**src/hdl/cbag_pkg.sv**
```systemverilog
// package: constants for the circular-buffer address generator
// assumes: register map reached over axi4-lite, 32-bit data, word-aligned offsets
package cbag_pkg;
  localparam int CBAG_NPTR = 8;
  localparam int CBAG_OFS_W = 16;
  localparam int CBAG_PAGE_W = 7;
  localparam int CBAG_ADDR_W = 23;
  // register byte offsets
  localparam logic [7:0] CBAG_OFS_STATUS2 = 8'h00;
  localparam logic [7:0] CBAG_OFS_CTRL = 8'h04;
  localparam logic [7:0] CBAG_OFS_LEN_LOW = 8'h08;
  localparam logic [7:0] CBAG_OFS_LEN_HIGH = 8'h0c;
  localparam logic [7:0] CBAG_OFS_LEN_COEFF = 8'h10;
  localparam logic [7:0] CBAG_OFS_BASE0 = 8'h14;
  localparam logic [7:0] CBAG_OFS_BASE_COEFF = 8'h24;
  localparam logic [7:0] CBAG_OFS_PTR0 = 8'h28;
  localparam logic [7:0] CBAG_OFS_PTR_COEFF = 8'h48;
  localparam logic [7:0] CBAG_OFS_EXT0 = 8'h4c;
  localparam logic [7:0] CBAG_OFS_EXT_COEFF = 8'h6c;
  localparam logic [7:0] CBAG_OFS_ABS = 8'h70;
  // field positions and reset values
  localparam int CBAG_CTRL_LEGACY_BIT = 0;
  localparam logic [7:0] CBAG_STATUS2_RST = 8'h00;
  localparam logic CBAG_LEGACY_RST = 1'b0;
  localparam logic [1:0] CBAG_RESP_OKAY = 2'b00;
  localparam logic [1:0] CBAG_RESP_SLVERR = 2'b10;
  // pointer index of the coefficient pointer on the update port
  localparam logic [3:0] CBAG_SEL_COEFF = 4'h8;
endpackage

```
**src/hdl/cbag_top.sv**
```systemverilog
// file: circular-buffer address generator with axi4-lite register access
// assumes: cpu pipeline drives one pointer update per cycle, synchronous to clock
//
// Behaviour
// RL1 - buffers may start at any address, up to five buffers with three length settings.
// RL2 - in native circular mode the pointer is an offset added to the buffer base.
// RL3 - a pointer steps circularly if its mode bit is set or the instruction is qualified.
// RL4 - with the legacy flag set native circular addressing is not offered.
// RL5 - legacy-style circular stepping works whatever the legacy flag holds.
// RL6 - pointers 0-3, 4-7 and the coefficient pointer each use their own length register.
// RL7 - after reset every pointer is linear.
// RL8 - the second status register holds one mode bit per pointer, bit n for pointer n; here it has 8 bits for pointers 0-7 and none for the coefficient pointer.
// RL9 - pointer pairs share a base register, each pointer has its own extended register.
// RL10 - the start address is the 7 extended bits above the 16-bit base register.
// RL11 - software writes base and extended registers, then sets the offset to zero.
// RL12 - software loads a start offset as the absolute address minus the base.
// RL13 - base plus offset is readable for recovering an absolute address.
// RL14 - circular steps wrap modulo the buffer length; here a step of the length or more leaves the pointer unchanged.
//
// Added by the designer: the AXI4-Lite register port and the register offsets.
`timescale 1ns/10ps
module cbag_top
  import cbag_pkg::*;
(
  // clock and reset
  input wire logic clock,
  input wire logic sys_rst,
  // axi4-lite write address
  input wire logic [7:0] s_axi_awaddr,
  input wire logic s_axi_awvalid,
  output logic s_axi_awready,
  // axi4-lite write data
  input wire logic [31:0] s_axi_wdata,
  input wire logic [3:0] s_axi_wstrb,
  input wire logic s_axi_wvalid,
  output logic s_axi_wready,
  // axi4-lite write response
  output logic [1:0] s_axi_bresp,
  output logic s_axi_bvalid,
  input wire logic s_axi_bready,
  // axi4-lite read address
  input wire logic [7:0] s_axi_araddr,
  input wire logic s_axi_arvalid,
  output logic s_axi_arready,
  // axi4-lite read data
  output logic [31:0] s_axi_rdata,
  output logic [1:0] s_axi_rresp,
  output logic s_axi_rvalid,
  input wire logic s_axi_rready,
  // pointer update from the pipeline
  input wire logic upd_valid,
  input wire logic [3:0] upd_sel,
  input wire logic [15:0] upd_step,
  input wire logic upd_decrement,
  input wire logic upd_circ_qual,
  input wire logic upd_legacy_circ,
  // generated data address
  output logic [22:0] addr_out,
  output logic addr_valid
);
  import cbag_pkg::*;

  logic [7:0] status2_q;
  logic legacy_compat_flag_q;
  logic [15:0] len_low_q, len_high_q, len_coeff_q;
  logic [15:0] base_q [0:4];
  logic [15:0] ptr_q [0:CBAG_NPTR];
  logic [6:0] ext_q [0:CBAG_NPTR];
  logic [15:0] abs_sel_q;

  // axi write channel state
  logic aw_have_q, w_have_q;
  logic [7:0] aw_addr_q;
  logic [31:0] w_data_q;
  logic [3:0] w_strb_q;
  logic wr_fire;
  assign wr_fire = aw_have_q && w_have_q && !s_axi_bvalid;

  always_ff @(posedge clock or posedge sys_rst) begin
    if (sys_rst) begin
      aw_have_q <= 1'b0;
      w_have_q <= 1'b0;
      aw_addr_q <= 8'h00;
      w_data_q <= 32'h0000_0000;
      w_strb_q <= 4'h0;
      s_axi_awready <= 1'b0;
      s_axi_wready <= 1'b0;
      s_axi_bvalid <= 1'b0;
      s_axi_bresp <= CBAG_RESP_OKAY;
    end else begin
      // ready toggles while idle; a capture holds it low until the write completes
      s_axi_awready <= !aw_have_q && !s_axi_awready && !(s_axi_awvalid && s_axi_awready);
      s_axi_wready <= !w_have_q && !s_axi_wready && !(s_axi_wvalid && s_axi_wready);
      if (s_axi_awvalid && s_axi_awready) begin
        aw_have_q <= 1'b1;
        aw_addr_q <= s_axi_awaddr;
        s_axi_awready <= 1'b0;
      end
      if (s_axi_wvalid && s_axi_wready) begin
        w_have_q <= 1'b1;
        w_data_q <= s_axi_wdata;
        w_strb_q <= s_axi_wstrb;
        s_axi_wready <= 1'b0;
      end
      if (wr_fire) begin
        aw_have_q <= 1'b0;
        w_have_q <= 1'b0;
        s_axi_bvalid <= 1'b1;
        s_axi_bresp <= wr_hit(aw_addr_q) ? CBAG_RESP_OKAY : CBAG_RESP_SLVERR;
      end else if (s_axi_bvalid && s_axi_bready) begin
        s_axi_bvalid <= 1'b0;
      end
    end
  end

  function automatic logic wr_hit(input logic [7:0] a);
    wr_hit = (a[1:0] == 2'b00) && (a <= CBAG_OFS_ABS);
  endfunction

  function automatic logic [15:0] merge16(input logic [15:0] old, input logic [31:0] d,
                                          input logic [3:0] s);
    merge16 = {s[1] ? d[15:8] : old[15:8], s[0] ? d[7:0] : old[7:0]};
  endfunction

  // length register for a pointer index
  function automatic logic [15:0] len_of(input logic [3:0] sel);
    if (sel == CBAG_SEL_COEFF) begin
      len_of = len_coeff_q; // RL6
    end else if (sel[2]) begin
      len_of = len_high_q; // RL6
    end else begin
      len_of = len_low_q; // RL6
    end
  endfunction

  // base register index: pairs share, coefficient has its own
  function automatic logic [2:0] base_idx(input logic [3:0] sel);
    base_idx = (sel == CBAG_SEL_COEFF) ? 3'd4 : {1'b0, sel[2:1]}; // RL9
  endfunction

  // update decode
  logic upd_ok;
  logic upd_circ;
  logic [15:0] upd_next;
  logic [15:0] upd_cur;
  logic [15:0] upd_len;
  assign upd_ok = upd_valid && (upd_sel <= CBAG_SEL_COEFF);
  assign upd_cur = upd_ok ? ptr_q[upd_sel] : 16'h0000;
  assign upd_len = len_of(upd_sel);
  always_comb begin
    upd_circ = 1'b0;
    if (upd_ok && upd_legacy_circ) begin
      upd_circ = 1'b1; // RL5
    end else if (upd_ok && !legacy_compat_flag_q) begin // RL4
      upd_circ = upd_circ_qual || ((upd_sel != CBAG_SEL_COEFF) && status2_q[upd_sel[2:0]]); // RL3
    end
  end

  cbag_step u_step (
    .offset(upd_cur),
    .step(upd_step),
    .length(upd_len),
    .decrement(upd_decrement),
    .circular(upd_circ),
    .next_offset(upd_next)
  );

  // control registers
  always_ff @(posedge clock or posedge sys_rst) begin
    if (sys_rst) begin
      status2_q <= CBAG_STATUS2_RST; // RL7
      legacy_compat_flag_q <= CBAG_LEGACY_RST;
      len_low_q <= 16'h0000;
      len_high_q <= 16'h0000;
      len_coeff_q <= 16'h0000;
      abs_sel_q <= 16'h0000;
    end else if (wr_fire) begin
      case (aw_addr_q)
        CBAG_OFS_STATUS2: if (w_strb_q[0]) status2_q <= w_data_q[7:0]; // RL8
        CBAG_OFS_CTRL: begin
          if (w_strb_q[0]) legacy_compat_flag_q <= w_data_q[CBAG_CTRL_LEGACY_BIT];
          abs_sel_q <= merge16(abs_sel_q, {w_data_q[31:16], w_data_q[31:16]},
                               {2'b00, w_strb_q[3:2]});
        end
        CBAG_OFS_LEN_LOW: len_low_q <= merge16(len_low_q, w_data_q, w_strb_q); // RL1
        CBAG_OFS_LEN_HIGH: len_high_q <= merge16(len_high_q, w_data_q, w_strb_q);
        CBAG_OFS_LEN_COEFF: len_coeff_q <= merge16(len_coeff_q, w_data_q, w_strb_q);
        default: begin
        end
      endcase
    end
  end

  // base registers, five of them, no alignment imposed
  genvar gb;
  generate
    for (gb = 0; gb < 5; gb++) begin : g_base
      always_ff @(posedge clock or posedge sys_rst) begin
        if (sys_rst) begin
          base_q[gb] <= 16'h0000;
        end else if (wr_fire && aw_addr_q == CBAG_OFS_BASE0 + 8'(4 * gb)) begin
          base_q[gb] <= merge16(base_q[gb], w_data_q, w_strb_q); // RL1
        end
      end
    end
  endgenerate

  // pointers and their extended bits; software write wins over an update
  genvar gp;
  generate
    for (gp = 0; gp <= CBAG_NPTR; gp++) begin : g_ptr
      always_ff @(posedge clock or posedge sys_rst) begin
        if (sys_rst) begin
          ptr_q[gp] <= 16'h0000;
          ext_q[gp] <= 7'h00;
        end else begin
          // a software write to the pointer wins over a same-cycle update
          if (wr_fire && aw_addr_q == CBAG_OFS_PTR0 + 8'(4 * gp)) begin
            ptr_q[gp] <= merge16(ptr_q[gp], w_data_q, w_strb_q);
          end else if (upd_ok && upd_sel == 4'(gp)) begin
            ptr_q[gp] <= upd_next; // RL14
          end
          // an extended-bit write must not swallow a pointer update
          if (wr_fire && aw_addr_q == CBAG_OFS_EXT0 + 8'(4 * gp) && w_strb_q[0]) begin
            ext_q[gp] <= w_data_q[6:0]; // RL9
          end
        end
      end
    end
  endgenerate

  // effective address: offset plus base when native circular, else page and pointer
  logic [22:0] start_addr;
  assign start_addr = {ext_q[upd_ok ? upd_sel : 4'h0], base_q[base_idx(upd_sel)]}; // RL10
  always_ff @(posedge clock or posedge sys_rst) begin
    if (sys_rst) begin
      addr_out <= 23'h00_0000;
      addr_valid <= 1'b0;
    end else begin
      addr_valid <= upd_ok;
      if (upd_ok && upd_circ && !upd_legacy_circ) begin
        addr_out <= 23'(start_addr + 23'(upd_cur)); // RL2
      end else begin
        addr_out <= {ext_q[upd_ok ? upd_sel : 4'h0], upd_cur};
      end
    end
  end

  // read channel
  logic [31:0] rd_val;
  logic rd_hit;
  logic [3:0] abs_p;
  assign abs_p = (abs_sel_q[3:0] <= CBAG_SEL_COEFF) ? abs_sel_q[3:0] : 4'h0;
  always_comb begin
    rd_val = 32'h0000_0000;
    rd_hit = 1'b1;
    if (s_axi_araddr == CBAG_OFS_STATUS2) begin
      rd_val = {24'h00_0000, status2_q};
    end else if (s_axi_araddr == CBAG_OFS_CTRL) begin
      rd_val = {abs_sel_q, 15'h0000, legacy_compat_flag_q};
    end else if (s_axi_araddr == CBAG_OFS_LEN_LOW) begin
      rd_val = {16'h0000, len_low_q};
    end else if (s_axi_araddr == CBAG_OFS_LEN_HIGH) begin
      rd_val = {16'h0000, len_high_q};
    end else if (s_axi_araddr == CBAG_OFS_LEN_COEFF) begin
      rd_val = {16'h0000, len_coeff_q};
    end else if (s_axi_araddr >= CBAG_OFS_BASE0 && s_axi_araddr <= CBAG_OFS_BASE_COEFF
                 && s_axi_araddr[1:0] == 2'b00) begin
      rd_val = {16'h0000, base_q[3'(8'(s_axi_araddr - CBAG_OFS_BASE0) >> 2)]};
    end else if (s_axi_araddr >= CBAG_OFS_PTR0 && s_axi_araddr <= CBAG_OFS_PTR_COEFF
                 && s_axi_araddr[1:0] == 2'b00) begin
      rd_val = {16'h0000, ptr_q[4'(8'(s_axi_araddr - CBAG_OFS_PTR0) >> 2)]};
    end else if (s_axi_araddr >= CBAG_OFS_EXT0 && s_axi_araddr <= CBAG_OFS_EXT_COEFF
                 && s_axi_araddr[1:0] == 2'b00) begin
      rd_val = {25'h000_0000, ext_q[4'(8'(s_axi_araddr - CBAG_OFS_EXT0) >> 2)]};
    end else if (s_axi_araddr == CBAG_OFS_ABS) begin
      // ext bits above base plus offset of the selected pointer
      rd_val = {9'h000, 23'({ext_q[abs_p], base_q[base_idx(abs_p)]}
                            + 23'(ptr_q[abs_p]))}; // RL13
    end else begin
      rd_hit = 1'b0;
    end
  end

  always_ff @(posedge clock or posedge sys_rst) begin
    if (sys_rst) begin
      s_axi_arready <= 1'b0;
      s_axi_rvalid <= 1'b0;
      s_axi_rdata <= 32'h0000_0000;
      s_axi_rresp <= CBAG_RESP_OKAY;
    end else begin
      s_axi_arready <= 1'b0;
      if (s_axi_arvalid && !s_axi_arready && !s_axi_rvalid) begin
        s_axi_arready <= 1'b1;
        s_axi_rvalid <= 1'b1;
        s_axi_rdata <= rd_val;
        s_axi_rresp <= rd_hit ? CBAG_RESP_OKAY : CBAG_RESP_SLVERR;
      end else if (s_axi_rvalid && s_axi_rready) begin
        s_axi_rvalid <= 1'b0;
      end
    end
  end
endmodule

```
**src/hdl/cbag_step.sv**
```systemverilog
// file: next-offset computation for one pointer update
// assumes: length of zero or one leaves a circular pointer at zero
`timescale 1ns/10ps
module cbag_step (
  // operands
  input wire logic [15:0] offset,
  input wire logic [15:0] step,
  input wire logic [15:0] length,
  input wire logic decrement,
  input wire logic circular,
  // result
  output logic [15:0] next_offset
);
  logic [16:0] up;
  logic [16:0] dn;
  logic [15:0] st;
  always_comb begin
    st = (step >= length) ? 16'h0000 : step;
    up = 17'(offset) + 17'(st);
    dn = 17'(offset) - 17'(st);
    if (!circular) begin
      next_offset = decrement ? dn[15:0] : up[15:0];
    end else if (length <= 16'h0001) begin
      next_offset = 16'h0000;
    end else if (decrement) begin
      // below zero wraps to the top of the buffer
      next_offset = dn[16] ? 16'(dn + 17'(length)) : dn[15:0]; // RL14
    end else begin
      // past the last element wraps back from zero
      next_offset = (up >= 17'(length)) ? 16'(up - 17'(length)) : up[15:0]; // RL14
    end
  end
endmodule

```
**config.mk**
```make
export PLATFORM = sky130hd
export DESIGN_NAME = cbag_top
export DESIGN_NICKNAME = d
export VERILOG_FILES = /design/src/hdl/cbag_pkg.sv /design/src/hdl/cbag_top.sv /design/src/hdl/cbag_step.sv
export SDC_FILE = /design/constraint.sdc
export NUM_CORES = 2
export LEC_CHECK = 0
export ABC_AREA = 1
export BUFFER_PORTS_ARGS = -buffer_cell sky130_fd_sc_hd__buf_2
export CORE_ASPECT_RATIO = 2
export CORE_MARGIN = 2
export CORE_UTILIZATION = 63
export CTS_BUF_LIST = sky130_fd_sc_hd__clkbuf_2
export CTS_CLUSTER_DIAMETER = 40
export DETAILED_ROUTE_END_ITERATION = 12
export PLACE_DENSITY = 0.83
export SYNTH_ARGS = -nofsm -noshare
export SYNTH_HDL_FRONTEND = slang
export SYNTH_SLANG_ARGS = --single-unit
```
**constraint.sdc**
```tcl
create_clock -name clock -period 35.4 [get_ports clock]
set_clock_uncertainty 0.05 [all_clocks]
set_input_delay 1.77 -clock clock [delete_from_list [all_inputs] [get_ports clock]]
set_output_delay 1.77 -clock clock [all_outputs]
set_load 0.005 [all_outputs]
```
==> results.sh, run 1 <==
export IMPL_cts_setup_buffers=0
export IMPL_hold_buffers=0
export IMPL_synth_cells=4874
export IMPL_synth_seq_cells=469
export IMPL_dp_hpwl_mm=119.7
export IMPL_grt_max_degree=149
export IMPL_gp_congestion=1.141
export IMPL_stop_stage="5_1_grt"
export IMPL_io_pins=148
export IMPL_async_reset_ff_frac=1.000
export IMPL_die_h_um=331.4
export IMPL_ys_seq_area_frac=0.3477
export IMPL_grt_usage=0.6840
export IMPL_synth_edf_count=0
export IMPL_h_tree_depth=3
export IMPL_cts_sinks=469
export IMPL_grt_first_pass_wirelength_mm=280.1
export IMPL_error="[ERROR GRT-0116] Global routing finished with congestion. Check the congestion regions in the DRC Viewer."
export IMPL_rows=120
export IMPL_grt_pass1_vias=41513
export IMPL_overflow=105
export IMPL_start_util=0.6333
export IMPL_synthesis_area_mm2=0.03375
export IMPL_avgSynthCellArea_um2=6.925
export IMPL_cts_made_buffers=105
export IMPL_synthDistinctLibCells=63
export IMPL_io_buffers=145
export IMPL_synth_ff_type="dfrtp_1"
export IMPL_root_buffer="clkbuf_2"
export IMPL_synth_warnings=0
export IMPL_die_x_um=167.7
export IMPL_cts_resized=0
export IMPL_dp_cells=5483
export IMPL_clockBufferDepth=3
export IMPL_status="did not finish"
[Yosys cell counts, types with 17 or more instances]
library cell,number,area share
nand2_1,1305,0.15
a211oi_1,21,0.0047
buf_1,26,0.0029
nand4_1,20,0.0037
ha_1,115,0.043
xor2_1,46,0.012
nor3_1,48,0.0071
a22oi_1,50,0.011
a221oi_1,40,0.010
clkbuf_1,237,0.026
o21ai_0,738,0.11
a32oi_1,18,0.0047
xnor2_1,21,0.0054
a31oi_1,26,0.0048
dfrtp_1,469,0.35
nand2_2,22,0.0041
a21oi_1,384,0.057
nand3_1,260,0.039
inv_1,467,0.052
o21bai_1,63,0.014
nand3_2,17,0.0050
o211ai_1,86,0.019
nor2_1,178,0.020
o31ai_1,20,0.0044
[kinds of logic after synthesis]
kind of cell | share of synthesized area
xor gates and xnor gates | 0.01738
DFF | 0.3477
buffers and inverters | 0.08870
AOI/OAI and AO/OA | 0.2649
adders and majority gates | 0.04500
and+or+nand+nor | 0.2362
other | 0.0001111
[metrics by stage]
stage | instance area [µm²] | setup WS, ns
detailed placement | 34810 | 24.74
global placement | 34810 | 24.88
floorplan | 33760 | 20.50
CTS | 35740 | 25.92
[metal layers]
| metal | overflow | global-route usage |
|---|---|---|
| met1 | 1 | 0.6608 |
| met2 | 58 | 0.9129 |
| met3 | 4 | 0.4556 |
| met4 | 42 | 0.7351 |
| met5 | 0 | 0.09938 |
==> run 2, diff against run 1 <==
--- a/config.mk
+++ b/config.mk
@@ -7,13 +7,10 @@
 export LEC_CHECK = 0
 export ABC_AREA = 1
 export BUFFER_PORTS_ARGS = -buffer_cell sky130_fd_sc_hd__buf_2
-export CORE_ASPECT_RATIO = 2
 export CORE_MARGIN = 2
-export CORE_UTILIZATION = 63
-export CTS_BUF_LIST = sky130_fd_sc_hd__clkbuf_2
-export CTS_CLUSTER_DIAMETER = 40
+export CORE_UTILIZATION = 40
 export DETAILED_ROUTE_END_ITERATION = 12
-export PLACE_DENSITY = 0.83
+export PLACE_DENSITY_LB_ADDON = 0.15
 export SYNTH_ARGS = -nofsm -noshare
 export SYNTH_HDL_FRONTEND = slang
 export SYNTH_SLANG_ARGS = --single-unit
==> run 2 against run 1 <==
Net effect:
- the flow now finishes, with violations (max-capacitance violations, max-slew violations)
- area after synthesis unchanged
- synthesized cell count did not move
==> results.sh, run 2 <==
export IMPL_status="complete, but fails checks"
export IMPL_violations="max-capacitance violations, max-slew violations"
export IMPL_setup_violations=0
export IMPL_critPathMaxFanout=39
export IMPL_grt_first_pass_wirelength_mm=229.4
export IMPL_overflow=0
export IMPL_synthAdderAreaFrac=0.04500
export IMPL_largest_register_ffs=144
export IMPL_diodes=0
export IMPL_routedWlPerCell_um=26.45
export IMPL_async_reset_ff_frac=1.000
export IMPL_cp_slowest_stage_delay_ns=1.17
export IMPL_root_buffer="clkbuf_16"
export IMPL_synth_seq_cells=469
export IMPL_maxCapViolCount=1
export IMPL_h_tree_depth=2
export IMPL_rows=106
export IMPL_antenna_found_initial=4
export IMPL_synth_common_cells="1305 x nand2_1, 738 x o21ai_0, 469 x dfrtp_1"
export IMPL_fp_dieArea_mm2=0.08673
export IMPL_cp_arrival_ns=10.28
export IMPL_cts_sinks=469
export IMPL_synthDistinctLibCells=63
export IMPL_cts_made_buffers=56
export IMPL_synth_area_mux_share=0
export IMPL_crit_type="input port to flip-flop"
export IMPL_cp_slowest_cell="o21ai_0"
export IMPL_final_cell_mix="1305 x nand2_1, 738 x o21ai_0, 469 x dfrtp_1"
export IMPL_synth_edf_count=0
export IMPL_gp_congestion=0.9631
export IMPL_dp_hpwl_mm=110.2
export IMPL_die_h_um=294.5
export IMPL_io_buffers=145
export IMPL_p_leak_nw=17.97
export IMPL_avgSynthCellArea_um2=6.925
export IMPL_grt_pass1_vias=33999
export IMPL_start_util=0.4040
export IMPL_synth_most_common_cell="nand2_1"
export IMPL_netlist_area_leader_share=0.3477
export IMPL_core_mm2=0.08356
export IMPL_hold_path_class="flip-flop to flip-flop"
export IMPL_period_minus_slack_ns=9.810
export IMPL_cp_common_cell="nand2_1"
export IMPL_grt_usage=0.3575
export IMPL_synth_ff_type="dfrtp_1"
export IMPL_synth_warnings=0
export IMPL_drive_gt1_frac=0.08640
export IMPL_wl_mm=158.7
export IMPL_die_x_um=294.5
export IMPL_cts_tree="built"
export IMPL_fmax_ghz=0.1019
export IMPL_r2r_start="len_coeff_q[6]"
export IMPL_final_cells=5999
export IMPL_p_per_area_mw_per_mm2=62.24
export IMPL_clk_pin_slew_ns=0.06
export IMPL_yosysTopAreaCell="dfrtp_1"
export IMPL_cp_top_family="compound AO/OA/AOI/OAI gates"
export IMPL_final_core_util=0.4465
export IMPL_hold_slack_ns=0.4091
export IMPL_setup_tns_ns=0
export IMPL_endpoint_kind="flip-flop"
export IMPL_finalCritPeriodShare=0.2771
export IMPL_cts_resized=0
export IMPL_holdCritStartpoint="s_axi_awready"
export IMPL_synth_cells=4874
export IMPL_ys_top_cells_by_area="dfrtp_1 35%, nand2_1 15%, o21ai_0 11%"
export IMPL_dp_cells=5899
export IMPL_grt_max_degree=97
export IMPL_drt_initial_drc_count=4912
export IMPL_vdd_ir_drop_max_mv=0.04377
export IMPL_synthesis_area_mm2=0.03375
export IMPL_final_common_cell="nand2_1"
export IMPL_area_growth_pct=10.52
export IMPL_synth_compound_area_share=0.2649
export IMPL_hold_buffers=0
export IMPL_reg_top3="ptr_q: 144 flops, base_q: 80 flops, ext_q: 63 flops"
export IMPL_firstDrtPassIters=6
export IMPL_vias_per_cell=6.125
export IMPL_crit_start="upd_sel[2]"
export IMPL_io_pins=148
export IMPL_relSlewSlack=-0.005324
export IMPL_clock_latency_ns=0.67
export IMPL_rsz0062_at_grt="false"
export IMPL_route_detailed_drc=0
export IMPL_power_mw=2.322
export IMPL_crit_path_start_kind="input port"
export IMPL_worst_pin_slew_ns=1.492
export IMPL_hold_viol_final=0
export IMPL_ys_seq_area_frac=0.3477
export IMPL_synth_xor_area_share=0.01738
export IMPL_ant_nets=0
export IMPL_final_max_slew_viol_count=1
export IMPL_clockBufferDepth=3
export IMPL_cts_setup_buffers=0
export IMPL_crit_required_ns=35.87
export IMPL_fin_nets=5079
export IMPL_yosys_area_share_simple=0.2362
export IMPL_synth_top_family_by_area="compound AO/OA/AOI/OAI gates"
export IMPL_crit_buf_inv=7
export IMPL_top_register="ptr_q"
export IMPL_num_vias=36745
-- run 2: cell counts after synthesis --
No cell type changed its count.
-- run 2: through the flow --
step	worst slack [ns]	instance area, µm²
detailed placement	25.41	35370
global placement	25.30	35370
global route	25.19	37310
finish	25.59	37310
CTS	26.00	37310
floorplan	20.50	33760
-- run 2: power breakdown --
group          switching, mW  internal (mW)
Clock                  0.257          0.353
Sequential             0.130          0.659
Combinational          0.658          0.265
-- run 2: worst reg2reg max path, delay by kind of cell (launching register included) --
family                   cells  cell delay (ns)
AND/OR/NAND/NOR             21             2.40
buffers and inverters        4             0.59
flip-flops                   1             0.40
AO/OA/AOI/OAI               10             3.09
adder cells (fa/ha/maj)      3             1.06
-- run 2: worst paths after layout --
path	end	slack, ns	cells after the start
max reg2reg	ptr_q[95]	27.70	38
min	s_axi_awready	0.41	1
min reg2reg	s_axi_awready	0.41	1
max in group asynchronous	w_data_q[13]	31.72	4
max	ptr_q[95]	25.59	43
min in group asynchronous	s_axi_rdata[26]	1.15	2
-- run 2: final cells by class --
cell class / count / area (µm²)
fillers: 8733 / 46250
inverters: 484 / 1828
clock buffers: 79 / 1638
well taps: 1080 / 1351
flip-flops and latches: 469 / 11740
multi-input cells: 3635 / 19080
repair buffers: 231 / 1374
clock inverters: 21 / 299.0
-- run 2: kinds of logic (layout without fill, tap and decap cells) --
group / after synthesis / after routing
AND/OR/NAND/NOR: 1900 / 1900
AO/OA/AOI/OAI: 1547 / 1547
buffers and inverters: 771 / 815
flip-flops: 469 / 469
adder cells (fa/ha/maj): 119 / 119
XOR/XNOR: 67 / 67
other: 1 / 2
-- run 2: per-layer routing --
metal | wire length, µm | vias up | track usage
li1 | - | 16514 | -
met1 | 63060 | 17346 | 0.4686
met2 | 67980 | 2325 | 0.5425
met3 | 16520 | 556 | 0.07443
met4 | 11120 | 4 | 0.2129
met5 | 26 | - | 0
No activity file was read; power rests on OpenSTA's default activity.
